--- config.mk ---
export PLATFORM = sky130hd
export DESIGN_NAME = sigma_delta_preload_interrupt
export DESIGN_NICKNAME = d
export VERILOG_FILES = /design/src/hw/sd_ctrl_pkg.sv /design/src/hw/sigma_delta_preload_interrupt.sv
export SDC_FILE = /design/constraint.sdc
export NUM_CORES = 1
export LEC_CHECK = 0
export ABC_AREA = 1
export BUFFER_PORTS_ARGS = -buffer_cell sky130_fd_sc_hd__buf_2
export CAP_MARGIN = 20
export CORE_UTILIZATION = 30
export DETAILED_ROUTE_END_ITERATION = 8
export GPL_ROUTABILITY_DRIVEN = 0
export GPL_TIMING_DRIVEN = 0
export HOLD_SLACK_MARGIN = 0.03
export PLACE_DENSITY = 0.5
export SYNTH_ARGS = -nofsm -noshare
export SYNTH_HDL_FRONTEND = slang
export SYNTH_SLANG_ARGS = --single-unit
--- constraint.sdc ---
create_clock -name sys_clk -period 7.4 [get_ports sys_clk]
set_clock_uncertainty 0.1 [all_clocks]
set_input_delay 1.48 -clock sys_clk [delete_from_list [all_inputs] [get_ports sys_clk]]
set_output_delay 1.48 -clock sys_clk [all_outputs]
set_load 0.05 [all_outputs]
--- src/hw/sd_ctrl_pkg.sv ---
/*
  Shared constants for the sigma-delta converter control block: register
  word offsets, field positions, reset values and encodings.
  Assumes a 32-bit classic Wishbone bus with byte addresses.
*/
package sd_ctrl_pkg;
  // ==========================================================================
  // Sizes
  localparam int          NCH         = 3;
  localparam int          RES_W       = 16;
  localparam int          PRE_W       = 8;
  localparam int          ADR_W       = 8;
  // ==========================================================================
  // Register word indices (byte address is four times the index)
  localparam logic [5:0]  IDX_GCTRL   = 6'h00;
  localparam logic [5:0]  IDX_IVEC    = 6'h01;
  localparam logic [1:0]  SUB_CCTL    = 2'h0;
  localparam logic [1:0]  SUB_RESULT  = 2'h1;
  localparam logic [1:0]  SUB_PRELOAD = 2'h2;
  // ==========================================================================
  // Field positions
  localparam int          GC_GIE      = 0;
  localparam int          GC_OVIE     = 1;
  localparam int          CC_GRP      = 0;
  localparam int          CC_START    = 1;
  localparam int          CC_IFG      = 2;
  localparam int          CC_IE       = 3;
  localparam int          CC_OVF      = 4;
  localparam int          CC_GAIN     = 8;
  localparam int          CC_INCH     = 12;
  localparam int          CC_DLY      = 16;
  // ==========================================================================
  // Encodings and reset values
  localparam logic [2:0]  INCH_TEMP   = 3'h6;
  localparam logic [2:0]  DLY_MAX     = 3'h4;
  localparam logic [4:0]  VEC_NONE    = 5'h00;
  localparam logic [4:0]  VEC_OVF     = 5'h02;
  localparam logic [4:0]  VEC_CH0     = 5'h04;
  localparam logic [31:0] RST_WORD    = 32'h0000_0000;
endpackage

--- src/hw/sigma_delta_preload_interrupt.sv ---
/*
  Control logic of a multi-channel sigma-delta converter: per-channel
  preload delay, channel grouping, interrupt delay, result-ready and
  overflow flags and the prioritised interrupt vector word.
  Assumes the filter datapath supplies fmTick, cycleStart and convDone
  strobes synchronous to sys_clk, and a classic Wishbone master.
*/
`timescale 1ns/1ns
`default_nettype none
module sigma_delta_preload_interrupt
  import sd_ctrl_pkg::*;
(
  input  wire logic                             sys_clk,
  input  wire logic                             sys_rst,
  input  wire logic                             clkEn,
  input  wire logic                             wb_cyc_i,
  input  wire logic                             wb_stb_i,
  input  wire logic                             wb_we_i,
  input  wire logic [sd_ctrl_pkg::ADR_W-1:0]    wb_adr_i,
  input  wire logic [3:0]                       wb_sel_i,
  input  wire logic [31:0]                      wb_dat_i,
  output var  logic [31:0]                      wb_dat_o,
  output var  logic                             wb_ack_o,
  input  wire logic                             fmTick,
  input  wire logic [sd_ctrl_pkg::NCH-1:0]      cycleStart,
  input  wire logic [sd_ctrl_pkg::NCH-1:0]      convDone,
  input  wire logic [sd_ctrl_pkg::NCH*16-1:0]   convData,
  output var  logic [sd_ctrl_pkg::NCH-1:0]      chanRun,
  output var  logic [sd_ctrl_pkg::NCH-1:0]      filterHold,
  output var  logic [sd_ctrl_pkg::NCH-1:0]      tempSelect,
  output var  logic [sd_ctrl_pkg::NCH*3-1:0]    inputSelect,
  output var  logic [sd_ctrl_pkg::NCH*3-1:0]    gainSelect,
  output var  logic                             irq
);
  import sd_ctrl_pkg::*;

  // ==========================================================================
  // State
  logic                 global_interrupt_enable, ovie;
  logic [NCH-1:0]       grp, start, ifg, ie, ovf, unread, prePend;
  logic [2:0]           gain    [NCH];
  logic [2:0]           inch    [NCH];
  logic [2:0]           dlySel  [NCH];
  logic [2:0]           dlyCnt  [NCH];
  logic [RES_W-1:0]     result  [NCH];
  logic [PRE_W-1:0]     preload [NCH];
  logic [PRE_W-1:0]     holdCnt [NCH];
  logic [4:0]           vector;
  logic                 next_gie, next_ovie, next_irq, next_ack;
  logic [NCH-1:0]       next_grp, next_start, next_ifg, next_ie, next_ovf;
  logic [NCH-1:0]       next_unread, next_prePend, next_hold, next_temp;
  logic [2:0]           next_gain    [NCH];
  logic [2:0]           next_inch    [NCH];
  logic [2:0]           next_dlySel  [NCH];
  logic [2:0]           next_dlyCnt  [NCH];
  logic [RES_W-1:0]     next_result  [NCH];
  logic [PRE_W-1:0]     next_preload [NCH];
  logic [PRE_W-1:0]     next_holdCnt [NCH];
  logic [4:0]           next_vector;
  logic [31:0]          next_rdData;

  // ==========================================================================
  // Bus decode
  logic [5:0]  idx;
  logic [3:0]  chField;
  logic [1:0]  chIdx;
  logic        chHit, take;
  logic [31:0] regView, byteMask, merged;

  assign idx      = wb_adr_i[7:2];
  assign chField  = idx[5:2];
  assign chIdx    = 2'(chField - 4'h1);
  assign chHit    = (chField >= 4'h1) && (chField <= 4'(NCH))
                    && (idx[1:0] != 2'h3);
  assign take     = wb_cyc_i && wb_stb_i && !wb_ack_o;
  assign byteMask = {{8{wb_sel_i[3]}}, {8{wb_sel_i[2]}},
                     {8{wb_sel_i[1]}}, {8{wb_sel_i[0]}}};
  assign merged   = (regView & ~byteMask) | (wb_dat_i & byteMask);

  // Current contents of the addressed register; unmapped reads give zero.
  always_comb begin
    regView = RST_WORD;
    if (idx == IDX_GCTRL) begin
      regView[GC_GIE]  = global_interrupt_enable;
      regView[GC_OVIE] = ovie;
    end else if (idx == IDX_IVEC) begin
      regView[4:0] = vector;
    end else if (chHit) begin
      unique case (idx[1:0])
        SUB_CCTL: begin
          regView[CC_GRP]          = grp[chIdx];
          regView[CC_START]        = start[chIdx];
          regView[CC_IFG]          = ifg[chIdx];
          regView[CC_IE]           = ie[chIdx];
          regView[CC_OVF]          = ovf[chIdx];
          regView[CC_GAIN+:3]      = gain[chIdx];
          regView[CC_INCH+:3]      = inch[chIdx];
          regView[CC_DLY+:3]       = dlySel[chIdx];
        end
        SUB_RESULT:  regView[RES_W-1:0] = result[chIdx];
        SUB_PRELOAD: regView[PRE_W-1:0] = preload[chIdx];
        default:     regView = RST_WORD;
      endcase
    end
  end

  // ==========================================================================
  // Next-state logic. Order matters: software effects first, then group
  // propagation, then hardware events, so a hardware set beats a clear
  // that lands in the same cycle.
  always_comb begin
    logic         mWrite;
    logic [1:0]   mChan;
    logic [1:0]   master [NCH];
    logic         found;
    mWrite = 1'b0;
    mChan  = 2'h0;
    found  = 1'b0;
    master = '{default: 2'h0};
    next_gie     = global_interrupt_enable;
    next_ovie    = ovie;
    next_grp     = grp;
    next_start   = start;
    next_ifg     = ifg;
    next_ie      = ie;
    next_ovf     = ovf;
    next_unread  = unread;
    next_prePend = prePend;
    next_gain    = gain;
    next_inch    = inch;
    next_dlySel  = dlySel;
    next_dlyCnt  = dlyCnt;
    next_result  = result;
    next_preload = preload;
    next_holdCnt = holdCnt;
    next_ack     = take;
    next_rdData  = (take && !wb_we_i) ? regView : RST_WORD;

    // Master of each channel: first channel at or above it with group clear.
    for (int c = 0; c < NCH; c++) begin
      master[c] = 2'(NCH - 1);
      found     = 1'b0;
      for (int m = c; m < NCH; m++) begin
        if (!found && !grp[m]) begin
          master[c] = 2'(m);
          found     = 1'b1;
        end
      end
    end

    // Software accesses. The vector word is read-only and side-effect free.
    if (take && wb_we_i) begin
      if (idx == IDX_GCTRL) begin
        next_gie  = merged[GC_GIE];
        next_ovie = merged[GC_OVIE];
      end else if (chHit && idx[1:0] == SUB_CCTL) begin
        // The last channel cannot group with a channel that does not exist.
        next_grp[chIdx]    = merged[CC_GRP] && (chIdx != 2'(NCH - 1));
        next_start[chIdx]  = merged[CC_START];
        next_ifg[chIdx]    = merged[CC_IFG];
        next_ie[chIdx]     = merged[CC_IE];
        next_ovf[chIdx]    = merged[CC_OVF];
        next_gain[chIdx]   = merged[CC_GAIN+:3];
        next_inch[chIdx]   = merged[CC_INCH+:3];
        next_dlySel[chIdx] = merged[CC_DLY+:3];
        mWrite = (master[chIdx] == chIdx) && (start[chIdx] != merged[CC_START]);
        mChan  = chIdx;
      end else if (chHit && idx[1:0] == SUB_PRELOAD) begin
        next_preload[chIdx] = merged[PRE_W-1:0];
        next_prePend[chIdx] = 1'b1;
      end
    end else if (take && chHit && idx[1:0] == SUB_RESULT) begin
      next_ifg[chIdx]    = 1'b0;
      next_unread[chIdx] = 1'b0;
    end

    // A master start change is copied to every channel of its group.
    for (int c = 0; c < NCH; c++) begin
      if (mWrite && master[c] == mChan && 2'(c) != mChan) begin
        next_start[c] = next_start[mChan];
      end
    end

    for (int c = 0; c < NCH; c++) begin
      // Start rising, also a grouped channel rejoining its master, re-arms
      // both the preload and the interrupt delay.
      if (next_start[c] && !start[c]) begin
        next_prePend[c] = 1'b1;
        next_dlyCnt[c]  = (next_dlySel[c] > DLY_MAX) ? DLY_MAX
                                                     : next_dlySel[c];
      end
      if (next_gain[c] != gain[c] || next_inch[c] != inch[c]) begin
        next_dlyCnt[c] = (next_dlySel[c] > DLY_MAX) ? DLY_MAX
                                                    : next_dlySel[c];
      end

      // The stored preload is sampled only at a cycle start, so a write
      // lands on the following cycle and never on the one running.
      if (!start[c]) begin
        next_holdCnt[c] = '0;
      end else if (cycleStart[c] && prePend[c]) begin
        next_holdCnt[c] = preload[c];
        next_prePend[c] = next_prePend[c] && (next_preload[c] != preload[c]);
      end else if (fmTick && holdCnt[c] != '0) begin
        next_holdCnt[c] = holdCnt[c] - 8'h01;
      end

      // Results of a started channel are always stored; flags are withheld while delaying.
      if (convDone[c] && start[c]) begin
        next_result[c] = convData[c*RES_W +: RES_W];
        if (dlyCnt[c] != 3'h0) begin
          next_dlyCnt[c] = next_dlyCnt[c] - 3'h1;
        end else begin
          next_ifg[c]    = 1'b1;
          next_ovf[c]    = next_ovf[c] || unread[c];
          next_unread[c] = 1'b1;
        end
      end
      next_hold[c] = next_holdCnt[c] != '0;
      next_temp[c] = next_inch[c] == INCH_TEMP;
    end

    // Priority: overflow, then result flags from channel zero upward.
    next_vector = VEC_NONE;
    for (int c = NCH - 1; c >= 0; c--) begin
      if (next_ifg[c] && next_ie[c]) begin
        next_vector = 5'(VEC_CH0 + 5'(2 * c));
      end
    end
    if (next_ovie && next_ovf != '0) begin
      next_vector = VEC_OVF;
    end
    next_irq = next_gie && (next_vector != VEC_NONE);
  end

  // ==========================================================================
  // Registers. clkEn freezes every flip-flop, bus answer included.
  always_ff @(posedge sys_clk or posedge sys_rst) begin
    if (sys_rst) begin
      global_interrupt_enable        <= 1'b0;
      ovie       <= 1'b0;
      grp        <= '0;
      start      <= '0;
      ifg        <= '0;
      ie         <= '0;
      ovf        <= '0;
      unread     <= '0;
      prePend    <= '0;
      filterHold <= '0;
      tempSelect <= '0;
      vector     <= VEC_NONE;
      irq        <= 1'b0;
      wb_ack_o   <= 1'b0;
      wb_dat_o   <= RST_WORD;
      for (int c = 0; c < NCH; c++) begin
        gain[c]    <= '0;
        inch[c]    <= '0;
        dlySel[c]  <= '0;
        dlyCnt[c]  <= '0;
        result[c]  <= '0;
        preload[c] <= '0;
        holdCnt[c] <= '0;
      end
    end else if (clkEn) begin
      global_interrupt_enable        <= next_gie;
      ovie       <= next_ovie;
      grp        <= next_grp;
      start      <= next_start;
      ifg        <= next_ifg;
      ie         <= next_ie;
      ovf        <= next_ovf;
      unread     <= next_unread;
      prePend    <= next_prePend;
      filterHold <= next_hold;
      tempSelect <= next_temp;
      vector     <= next_vector;
      irq        <= next_irq;
      wb_ack_o   <= next_ack;
      wb_dat_o   <= next_rdData;
      gain       <= next_gain;
      inch       <= next_inch;
      dlySel     <= next_dlySel;
      dlyCnt     <= next_dlyCnt;
      result     <= next_result;
      preload    <= next_preload;
      holdCnt    <= next_holdCnt;
    end
  end

  // Per-channel settings leave the block straight from their flip-flops.
  assign chanRun = start;
  for (genvar g = 0; g < NCH; g++) begin : g_out
    assign inputSelect[g*3 +: 3] = inch[g];
    assign gainSelect[g*3 +: 3]  = gain[g];
  end

  // ==========================================================================
  // Checks
  logic ivecTake;
  assign ivecTake = take && idx == IDX_IVEC && clkEn;

  vec_access_a: assert property (@(posedge sys_clk) disable iff (sys_rst)
    ivecTake && convDone == '0 |=> ifg == $past(ifg) && ovf == $past(ovf))
    else $error("Vector access changed a flag.");

  irq_gate_a: assert property (@(posedge sys_clk) disable iff (sys_rst)
    irq |-> global_interrupt_enable && vector != VEC_NONE)
    else $error("Request without enable or source.");

  ovf_first_a: assert property (@(posedge sys_clk) disable iff (sys_rst)
    ovie && ovf != '0 |-> vector == VEC_OVF)
    else $error("Overflow not on top.");

  ch0_first_a: assert property (@(posedge sys_clk) disable iff (sys_rst)
    !(ovie && ovf != '0) && ifg[0] && ie[0] |-> vector == VEC_CH0)
    else $error("Channel zero not on top.");

  vec_idle_a: assert property (@(posedge sys_clk) disable iff (sys_rst)
    (ovf == '0 || !ovie) && (ifg & ie) == '0 |-> vector == VEC_NONE)
    else $error("Vector set with nothing pending.");

  ovf_set_a: assert property (@(posedge sys_clk) disable iff (sys_rst)
    clkEn && convDone[0] && start[0] && dlyCnt[0] == 3'h0 && unread[0]
    |=> ovf[0])
    else $error("Overwrite gave no overflow.");

  delay_quiet_a: assert property (@(posedge sys_clk) disable iff (sys_rst)
    clkEn && convDone[0] && start[0] && dlyCnt[0] != 3'h0 && !ifg[0]
    && !take |=> !ifg[0] && dlyCnt[0] == $past(dlyCnt[0]) - 3'h1)
    else $error("Delayed conversion flagged.");

  preload_load_a: assert property (@(posedge sys_clk) disable iff (sys_rst)
    clkEn && start[0] && cycleStart[0] && prePend[0]
    |=> holdCnt[0] == $past(preload[0]) && filterHold[0] == (holdCnt[0] != 0))
    else $error("Preload not loaded at cycle start.");

  temp_sel_a: assert property (@(posedge sys_clk) disable iff (sys_rst)
    tempSelect[0] == (inch[0] == INCH_TEMP))
    else $error("Temperature route wrong.");

endmodule // sigma_delta_preload_interrupt
`default_nettype wire

Word-level counts from Yosys, hierarchy flattened
Index checks and enable logic that the tools add are counted.

Flip-flop bits (word level): 200. Input port bits: 105. Logic and storage cells: 331.

Magnitude comparators: 10. Bitwise gates (word level): 10. Reduce and logical (&&, ||, !) cells: 75. Mux-type cells: 169. Eq/ne operators: 24. $add $sub $neg: 7.

Operators with widths (count): 3-bit two-way mux (42); 24-bit two-way mux (4); 8-bit two-way mux (12); 9-bit two-way mux (9); 1-bit two-way mux (50); 8-bit nonzero test (6); 1-bit logical AND (43); 19-bit AND (2); 16-bit binary-select mux with 2-bit select (1); 16-bit two-way mux (2); 32-bit two-way mux (1); 30-bit two-way mux (1); 9-bit bitwise mux (3); 27-bit two-way mux (1); 24-bit bitwise mux (1); 8-bit inequality test (3); 8-bit by 1-bit subtractor with 8-bit output, second input constant (3); 2-bit two-way mux (11); 5-bit two-way mux (4); 19-bit two-way mux (1); 19-bit inverter (1); 19-bit bitwise OR (1); 3-bit binary-select mux with 2-bit select (3); 3-bit inequality test (6); other kinds (43) (84).

Longest topological paths before layout
Gate-level depths: netlist (run 1).

Depth after elaboration: 31. Depth in mapped cells: 27. Gate-level depth less buffers: 26.

Worst setup path before layout (run 1)
Ideal clock, no wire load.

Path type: input to register. Start: input port wb_adr_i[4] (netlist name). End: register dlyCnt[5] (netlist name). Setup time: 117 ps. Slack: 3191 ps. Arrival time: 3991 ps. Stages on the path: 27. Cell sequence: inv_2 > buf_2 > ha_1 > inv_2 > buf_6 > a21oi_1 > o21ai_1 > nand2_1 > nand2_1 > nand2_1 > nand3_2 > nand2_4 > inv_2 > nand3_2 > nand2_1 > nor2_2 > nand3_2 > nor2_4 > nand2_2 > nand2_1 > nand2_1 > inv_1 > ha_1 > nand2_1 > nand3b_1 > nand3_1 > nand2_1.

Longest elaborated chain between the ends: 28. Elaborated cells between the ends (all ways): 100. Classes of those cells: 2 x add/sub; 7 x order compare; 8 x eq/ne; 66 x mux; 3 x bitwise; 14 x reduce/logical.

RTL lines: from (decl) (line sigma_delta_preload_interrupt.sv:19) `input wire logic [sd_ctrl_pkg::ADR_W-1:0] wb_adr_i,`; parallel branches: the longest is 24 deep, another holds 2-bit by 1-bit subtractor with 2-bit output; 3-bit two-way mux * (line sigma_delta_preload_interrupt.sv:192) `if (next_gain[c] != gain[c] || next_inch[c] != inch[c]) begin`; 3-bit by 1-bit subtractor with 3-bit output (line sigma_delta_preload_interrupt.sv:212) `next_dlyCnt[c] = next_dlyCnt[c] - 3'h1;`; 3-bit two-way mux (line sigma_delta_preload_interrupt.sv:211) `if (dlyCnt[c] != 3'h0) begin`; 3-bit two-way mux * (line sigma_delta_preload_interrupt.sv:209) `if (convDone[c] && start[c]) begin`; to (signal assigned) (line sigma_delta_preload_interrupt.sv:283) `dlyCnt <= next_dlyCnt;`; to (decl) (line sigma_delta_preload_interrupt.sv:44) `logic [2:0] dlyCnt [NCH];`.

Every way passes the cells marked *. The select of a mux whose other input is x is not followed. A chain may end at the register's enable or synchronous reset.

Final worst setup path (run 1)
Start: input port wb_adr_i[4] (netlist name). End: register dlyCnt[4] (netlist name).

The elaborated chain is that of the path after synthesis.

==> qor.csv, run 1 <==
stage;metric;value;unit
status;status;completed;
sta;holdWs;375;ps
logic_synthesis;synth_edf_count;0;
floorplanning;rows;71;
run;cap_violations;0;
sta;worst_pin_slew;1060;ps
floorplanning;die-area;39700;um^2
floorplanning;ios;166;
hold_path;hold_path_class;register to register;
sta;slew_violations;0;
cells_and_area;fillCellCount;4155;
sta;timing.slew.headroom;29.6;%
cells_and_area;utilization;35.9;%
cts;cts.sinks;185;
detailed_routing;dr_total_vias;11600;
logic_synthesis;synth_top_family_by_area;simple AND/OR/NAND/NOR gates;
setup_path;crit_top_cell;nand2_1;
cts;root_buffer;clkbuf_16;
logic_synthesis;synth_xor_area_share;0.225;%
power;cellPowerDensity;217;nW/um^2
logic_synthesis;ys_async_sr_fraction;100;%
global_route;globalRouteOverflowTotal;0;
logic_synthesis;ys_seq_area_share;39.6;%
logic_synthesis;syn-cell-area;11700;um^2
sta;fin_crit;4820;ps
floorplanning;core;38000;um^2
global_route;grtUsageTotal;22.2;%
logic_synthesis;synth-compound-area-share;16.2;%
logic_synthesis;synth_seq_cells;185;
cells_and_area;final_layout_size_suffix_gt1_share;18.4;%
placed_design;post-dp-hpwl;33600;um
logic_synthesis;avgSynthCellArea;7.20;um^2
cells_and_area;nets;1911;
setup_path;cp-start-kind;primary input;
global_route;grt_pass1_wl;65600;um
sta;hold_viol_final;0;
power;p_leak;6.79;nW
cts;tritoncts;done;
detailed_routing;drt_iter0_drc;1119;
logic_synthesis;syn_inst;1623;
setup_path;cpPeakStageDelay;360;ps
setup_path;end_kind;register;
sta;timing.final.crit_share;65.2;%
cells_and_area;final_cell_area;13700;um^2
detailed_routing;routed_via_density;5.00;
sta;setup_ws;2580;ps
setup_path;cp_max_fo;11;
placed_design;pre_cts_ws;2150;ps
cts;cts_resized;0;
detailed_routing;wl_per_cell;18.6;um
cells_and_area;syn_to_final_growth;17.0;%
detailed_routing;drt_wl_total;43100;um
floorplanning;fp.dieW;199;um
setup_path;slowest_stage;ha_1;
placed_design;dp.cells;2280;
sta;grt_setup_unrepaired;no;
cts;cts_setup_buffers;0;
logic_synthesis;ys_types;51;
detailed_routing;firstDrtPassIters;5;
floorplanning;initial_utilization;30.7;%
detailed_routing;ant_nets;0;
cts;cts_buffers;17;
global_route;grt_pass1_vias;10700;
cts;hold_buffers;0;
cts;clk_pin_slew;80;ps
global_route;antenna_found_initial;1;
logic_synthesis;synth_ff_type;dfrtp_1;
placed_design;dpl_cell_area;13100;um^2
setup_path;rrSetupSlack;4050;ps
floorplanning;die_h;199;um
setup_path;cp_data_arrival_time;5100;ps
power;vdd_drop_max;0.151;mV
placed_design;io_buffers;133;
sta;fmax;207;MHz
logic_synthesis;synthMuxAreaShare;3.35;%
logic_synthesis;synthAdderAreaFrac;1.93;%
setup_path;path_class;primary input to register;
cts;clk_latency;450;ps
setup_path;cp.required;7680;ps
logic_synthesis;synth_simple_gate_area_share;28.8;%
logic_synthesis;ys_warn_count;0;
sta;finalSetupViolations;0;
cells_and_area;final_cells;2313;
cts;cts.path.max_buffers;2;
detailed_routing;drc;0;
cts;cts-htree-levels;4;
global_route;grt_max_degree;105;
==> layout by cell type, fill, tap and decap left out, drive strengths merged <==
cell,instances
nand2,453
o21ai,230
inv,197
dfrtp,185
buf,178
nor2,135
nand3,107
a21oi,68
clkbuf,51
nor3,34
mux2,33
ha,18
nand4,14
conb,13
o22ai,11
o211ai,10
or2,9
o31ai,6
nand3b,6
o221ai,5
clkinv,5
a31oi,4
nor3b,4
a32o,4
xor2,3
a22oi,2
mux2i,2
a21o,2
a22o,2
bufinv,2
clkinvlp,2
diode,1
and2,1
o41ai,1
a31o,1
a32oi,1
a211oi,1
nor4,1
==> critical path, delay by kind of cell <==
kind,cells,cell delay (ps)
compound gates,1,140
fa+ha+maj,2,640
buf+inv,4,690
simple gates,19,2150
==> cell families (layout without fill, tap and decap cells) <==
logic type	count (synthesis)	count (layout)
compound gates	348	348
xor+xnor	3	3
fa+ha+maj	18	18
buf+inv	269	435
flops	185	185
mux	35	35
other cells	1	14
simple gates	764	764
==> layer usage <==
| layer | up-vias | track usage (%) | wire length, um |
|---|---|---|---|
| met5 | - | 0 | 0 |
| met4 | 0 | 6.53 | 958 |
| met3 | 45 | 3.05 | 2280 |
| met2 | 371 | 33.7 | 18900 |
| met1 | 5525 | 32.4 | 21000 |
| li1 | 5632 | - | - |
==> power breakdown <==
part	total, mW	switching [mW]	internal (mW)
clock	0.970	0.448	0.522
combinational	0.749	0.497	0.252
sequential	1.24	0.0969	1.14
==> sequential cells by signal, indices dropped and copies added (netlist names), 3 cells and up <==
register     flops
chanRun          3
dlyCnt           9
dlySel           9
filterHold       3
gainSelect       9
grp              3
holdCnt         24
ie               3
ifg              3
inputSelect      9
ovf              3
prePend          3
preload         24
result          48
tempSelect       3
unread           3
vector           3
wb_dat_o        19
==> layout make-up <==
class	count	area [um^2]	area share, %
inverters	194	736	5.38
clock inverters	12	140	1.03
clock buffers	20	457	3.34
flip-flops and latches	185	4630	33.9
plain buffers	75	422	3.08
multi-input cells	1181	5950	43.5
repair buffers	134	693	5.07
well taps	511	639	4.68
diodes	1	2.50	0.0183
==> stage by stage <==
step / setup TNS [ps] / power [mW]
after detailed placement: 0 / 2.01
final: 0 / 2.96
after floorplan: 0 / 1.77
after CTS: 0 / 2.98
after global placement: -356850 / 1.99
after global routing: 0 / 3.13
==> synth_stat cells (all sizes together) (2+ instances only) <==
master,instances,area share [%]
a21oi,68,2.9
a22oi,2,0.13
nor3b,4,0.26
ha,18,1.9
nor3,34,1.6
a21o,2,0.13
a31oi,4,0.21
xor2,3,0.22
nor2,135,5.0
nand3b,6,0.39
or2,9,0.48
mux2i,2,0.17
dfrtp,185,40
o31ai,6,0.39
buf,44,2.6
a32o,4,0.34
a22o,2,0.15
inv,193,6.2
o211ai,10,0.64
nand2,453,15
nand4,14,0.80
mux2,33,3.2
o21ai,230,10
o221ai,5,0.37
clkbuf,31,1.0
o22ai,11,0.59
nand3,107,5.0
==> path summary, 6_finish.rpt <==
check,cells after the start,from,end
setup / recovery,26,wb_adr_i[4],dlyCnt[4]
hold / removal,2,grp[2],grp[2]
setup reg to reg,23,chanRun[1],dlyCnt[4]
hold reg to reg,2,grp[2],grp[2]
max in group asynchronous,3,sys_rst,dlySel[3]
min in group asynchronous,2,sys_rst,holdCnt[5]
Power figures use the tool's default switching activity.
==> run 2, diff against run 1 <==
- PLACE_DENSITY: 0.5 -> 0.52
- clock period: 7.4 -> 4.1 ns (I/O delays scaled with it)
==> run 2 against run 1 <==
Compared with the run above: via count increased by 0.81%; design area rose by 0.38%; critical path depth increased by 1; wire length is 0.58% lower; largest cell class unchanged; sequential share of layout area is 0.13 points lower.
==> qor.csv, run 2 (synthesized netlist as in run 1, its figures left out) <==
stage;metric;value;unit
setup_path;r2r_cells;20;
sta;timing.slew.headroom;38.4;%
cells_and_area;multi_input_area;5960;um^2
placed_design;post-dp-hpwl;33500;um
power;p_leak;6.81;nW
setup_path;cp_max_fo;11;
cts;clk_latency;450;ps
cells_and_area;fillCellCount;4200;
hold_path;hold_path_class;register to register;
cells_and_area;nets;1916;
floorplanning;die-area;39700;um^2
cells_and_area;reg.largest.list;result x48, holdCnt x24, preload x24;
sta;setup_ws;245;ps
cells_and_area;layout_commonest_cell;nand2_1;
sta;finalSetupViolations;0;
setup_path;cp-start-kind;primary input;
sta;finalSetupTns;0;ps
detailed_routing;drt_wl_total;42900;um
detailed_routing;dr_total_vias;11700;
power;cellPowerDensity;383;nW/um^2
cells_and_area;syn_to_final_growth;17.4;%
cells_and_area;largest_register;result;
setup_path;path_class;primary input to register;
cells_and_area;final_layout_size_suffix_gt1_share;18.7;%
global_route;grt_pass1_vias;11000;
global_route;grt_max_degree;40;
cells_and_area;seq_area;4630;um^2
floorplanning;ios;166;
floorplanning;core;38000;um^2
setup_path;cp.required;4380;ps
global_route;globalRouteOverflowTotal;0;
floorplanning;rows;71;
floorplanning;die_h;199;um
power;vdd_drop_max;0.255;mV
sta;fmax;259;MHz
run;cap_violations;0;
cts;tritoncts;done;
global_route;grt_pass1_wl;66000;um
cts;clk_pin_slew;80;ps
detailed_routing;ant_nets;0;
sta;hold_viol_final;0;
detailed_routing;drc;0;
global_route;grtUsageTotal;22.2;%
cells_and_area;layout_common_cells;433 x nand2_1, 192 x o21ai_0, 185 x dfrtp_1;
placed_design;io_buffers;133;
global_route;antenna_found_initial;1;
detailed_routing;drt_iter0_drc;1120;
sta;slew_violations;0;
cts;cts-htree-levels;4;
sta;fin_crit;3850;ps
sta;grt_setup_unrepaired;no;
hold_path;min_path_cells;2;
floorplanning;fp.dieW;199;um
cts;cts_buffers;17;
setup_path;cp_data_arrival_time;4140;ps
setup_path;end_kind;register;
sta;worst_pin_slew;925;ps
cells_and_area;largest_reg_flops;48;
detailed_routing;routed_via_density;5.04;
detailed_routing;wl_per_cell;18.5;um
placed_design;pre_cts_ws;-412;ps
sta;timing.final.crit_share;94.0;%
cts;cts.sinks;185;
cts;root_buffer;clkbuf_16;
cts;cts.path.max_buffers;2;
detailed_routing;firstDrtPassIters;7;
status;status;completed;
floorplanning;initial_utilization;30.7;%
[run 2: cell types whose count changed in the layout (fill, tap and decap cells not counted), sizes merged]
cell / before / now
buf: 178 / 181
bufinv: 2 / 0
clkinv: 5 / 6
inv: 197 / 200
clkbuf: 51 / 50
[run 2: worst max-delay path, stage by stage]
cell	delay [ps]
clkbuf_4	180
inv_2	150
buf_4	260
ha_4	160
inv_2	30
nor2_2	130
inv_2	100
nor2_8	210
nand2_1	90
o21ai_0	150
inv_2	60
nand3_2	160
nand2_4	130
nand2_1	100
nand3_2	110
nor2_1	110
nand3_1	80
nand2_1	120
nand2_2	150
nand2_2	130
nand2_1	60
nand2_1	70
inv_1	50
ha_1	280
nand2_1	60
nand2_1	40
o21ai_1	140
[run 2: where the power goes]
group | internal, mW | switching [mW] | total [mW]
Clock | 0.805 | 0.850 | 1.65
Sequential | 2.06 | 0.175 | 2.24
Combinational | 0.465 | 0.894 | 1.36
Total | 3.33 | 1.92 | 5.25
[run 2: final cells by class]
class | instances | area share [%]
Multi-Input combinational cell | 1181 | 43.5
Sequential cell | 185 | 33.7
Timing Repair Buffer | 139 | 5.56
Inverter | 194 | 5.35
Tap cell | 511 | 4.66
Buffer | 75 | 3.11
Clock buffer | 17 | 3.10
Clock inverter | 14 | 0.985
Antenna cell | 1 | 0.0182
[run 2: worst paths after layout]
kind / from / slack [ps] / endpoint
max reg2reg: wb_ack_o / 710 / dlyCnt[4]
min: grp[2] / 390 / grp[2]
max in group asynchronous: sys_rst / 2490 / gainSelect[5]
min reg2reg: grp[2] / 390 / grp[2]
max: wb_adr_i[4] / 250 / dlyCnt[4]
min in group asynchronous: sys_rst / 440 / holdCnt[5]
[run 2: stage by stage]
stage | total power, mW | area (um^2) | hold WS [ps] | utilization, % | std cells
final | 5.25 | 13700 | 391 | 36.1 | 2317
after global routing | 5.55 | 13700 | 417 | 36.1 | 2317
after global placement | 3.59 | 13000 | 354 | 34.3 | 2279
after floorplan | 3.19 | 11700 | 336 | - | 1635
after detailed placement | 3.62 | 13100 | 367 | 34.5 | 2283
after CTS | 5.28 | 13700 | 386 | 36.0 | 2314
[run 2: per-layer routing]
metal  vias to the layer above  wire (um)  track usage, %  part of all wire (%)
li1                       5634          -               -                     -
met1                      5529      20300            32.1                    47
met2                       447      18800            33.9                    44
met3                        57       2910            3.44                   6.8
met4                         0        860            6.14                   2.0
met5                         -          0               0                     0
[run 2: timing repair]
item / CTS / global route
hold buffers: 0 / 0
gates resized for setup: 0 / 8
buffers inserted: 0 / 2
setup endpoints to repair: 0 / 13
==> run 3, diff against run 2 <==
==> constraint.sdc (replaced) <==
create_clock -name sys_clk -period 4.1 [get_ports sys_clk]
set_clock_uncertainty 0.1 [all_clocks]
set_input_delay 0.205 -clock sys_clk [delete_from_list [all_inputs] [get_ports sys_clk]]
set_output_delay 0.205 -clock sys_clk [all_outputs]
set_load 0.05 [all_outputs]
==> run 3 against run 2 <==
Compared with the run above: hold slack worse by 320 ps; sequential share of layout area down 1.1 points; critical path depth down 2; design area up 3.3%; count of clock-buffer cells in the layout unchanged; critical endpoint is now dlyCnt[5]; setup slack better by 350 ps; highest routed layer unchanged; clock power about the same; via count up 1.7%; power up 0.70%; wire length up 0.79%; sequential power about the same; cell count up 2.0%.
==> qor.csv, run 3 (synthesized netlist as in run 1, its figures left out) <==
stage;metric;value;unit
run;cap_violations;0;
floorplanning;core;38000;um^2
global_route;antenna_found_initial;1;
global_route;globalRouteOverflowTotal;0;
cts;cts.path.max_buffers;2;
hold_path;hold_path_class;primary input to register;
floorplanning;ios;166;
setup_path;path_class;primary input to register;
floorplanning;die_h;199;um
power;p_leak;7.00;nW
detailed_routing;ant_nets;0;
cells_and_area;multi_input_area;5950;um^2
placed_design;dp.cells;2283;
floorplanning;die-area;39700;um^2
sta;finalSetupViolations;0;
sta;grt_setup_unrepaired;no;
cts;tritoncts;done;
cells_and_area;largest_register;result;
power;cellPowerDensity;373;nW/um^2
detailed_routing;dr_total_vias;11900;
global_route;grt_max_degree;40;
detailed_routing;drt_iter0_drc;1049;
setup_path;cp.required;4350;ps
setup_path;end_kind;register;
sta;slew_violations;0;
placed_design;pre_cts_ws;203;ps
cts;clk_latency;450;ps
global_route;grtUsageTotal;22.4;%
sta;setup_ws;598;ps
cts;cts_buffers;17;
cells_and_area;layout_commonest_cell;nand2_1;
detailed_routing;drt_wl_total;43200;um
cells_and_area;seq_area;4630;um^2
sta;hold_viol_final;0;
floorplanning;fp.dieW;199;um
detailed_routing;firstDrtPassIters;6;
detailed_routing;routed_via_density;5.02;
sta;timing.final.crit_share;85.4;%
cts;cts-htree-levels;4;
placed_design;post-dp-hpwl;33500;um
cells_and_area;fillCellCount;4156;
sta;fmax;286;MHz
detailed_routing;wl_per_cell;18.3;um
cells_and_area;nets;1963;
cts;clk_pin_slew;80;ps
cts;cts_setup_buffers;0;
detailed_routing;drc;0;
cells_and_area;layout_common_cells;434 x nand2_1, 192 x o21ai_0, 185 x dfrtp_1;
placed_design;io_buffers;133;
global_route;grt_pass1_wl;66700;um
status;status;completed;
cells_and_area;syn_to_final_growth;21.3;%
global_route;grt_pass1_vias;11200;
floorplanning;initial_utilization;30.7;%
sta;holdWs;74.8;ps
power;vdd_drop_max;0.256;mV
cells_and_area;final_cells;2364;
setup_path;cp-start-kind;primary input;
cts;root_buffer;clkbuf_16;
cells_and_area;final_layout_size_suffix_gt1_share;18.0;%
sta;timing.slew.headroom;36.3;%
cells_and_area;reg.largest.list;result x48, holdCnt x24, preload x24;
cts;cts.sinks;185;
setup_path;cp_data_arrival_time;3750;ps
cells_and_area;largest_reg_flops;48;
sta;fin_crit;3500;ps
floorplanning;rows;71;
sta;worst_pin_slew;955;ps
setup_path;cp_max_fo;11;
## run 3: cell types whose count changed in the layout (fill, tap and decap cells not counted)
cell,before,now
nand2_2,17,16
inv_2,29,30
buf_2,146,149
inv_4,1,0
dlygate4sd3_1,0,49
buf_4,21,18
ha_1,17,18
ha_4,1,0
clkbuf_4,2,0
nand2_1,433,434
## run 3: where the power goes
part	switching [mW]	internal (mW)
Combinational	0.899	0.490
Sequential	0.176	2.06
Clock	0.854	0.805
## run 3: critical path: stages
cell and delay, ps:
buf_2 180, inv_2 150, buf_2 330, ha_1 370
inv_2 220, buf_6 210, a21oi_1 60, o21ai_1 160
nand2_1 100, nand3_1 110, nand2_1 200, nand3b_1 150
nand2_1 60, nor2_1 110, nand3_1 120, nor2_4 220
nand2_2 110, nand2_1 80, nand2_1 60, inv_1 60
ha_1 130, nand2_1 60, nand3b_1 170, nand3_1 80
nand2_1 50
## run 3: area by class of cell
class                      instances  area share, %
sequential                       185           32.7
timing repair buffer             186           8.72
clock buffer                      17           3.00
antenna                            1         0.0177
tap                              511           4.51
inverter                         194           5.17
buffer                            75           2.98
clock inverter                    14          0.954
multi-input combinational       1181           42.0
## run 3: repair_timing
item / CTS / global route
endpoints found under the hold margin: 83 / 0
resized for setup: 0 / 0
hold buffers: 49 / 0
## run 3: final timing paths
check,start,end,slack [ps],cells past startpoint
hold reg to reg,grp[2],grp[2],390,2
setup / recovery,wb_adr_i[4],dlyCnt[5],600,25
hold / removal,wb_stb_i,wb_ack_o,70,5
min in group asynchronous,sys_rst,holdCnt[5],380,3
max in group asynchronous,sys_rst,gainSelect[5],2560,5
setup reg to reg,wb_ack_o,dlyCnt[4],760,20
## run 3: routing by layer
metal  up-vias  wire (um)  track usage (%)
li1       5714          -                -
met3        60       3080             3.38
met1      5603      20100             32.1
met4         0        860             6.14
met5         -          0                0
met2       492      19100             34.7
## run 3: per-stage QoR
step	area (um^2)	util (%)	power (mW)	TNS, ps
detailed placement	13100	34.5	3.62	0
global placement	13000	34.3	3.59	-3680
CTS	14200	37.3	5.31	0
floorplan	11700	-	3.19	0
global route	14200	37.3	5.59	0
finish	14200	37.3	5.29	0
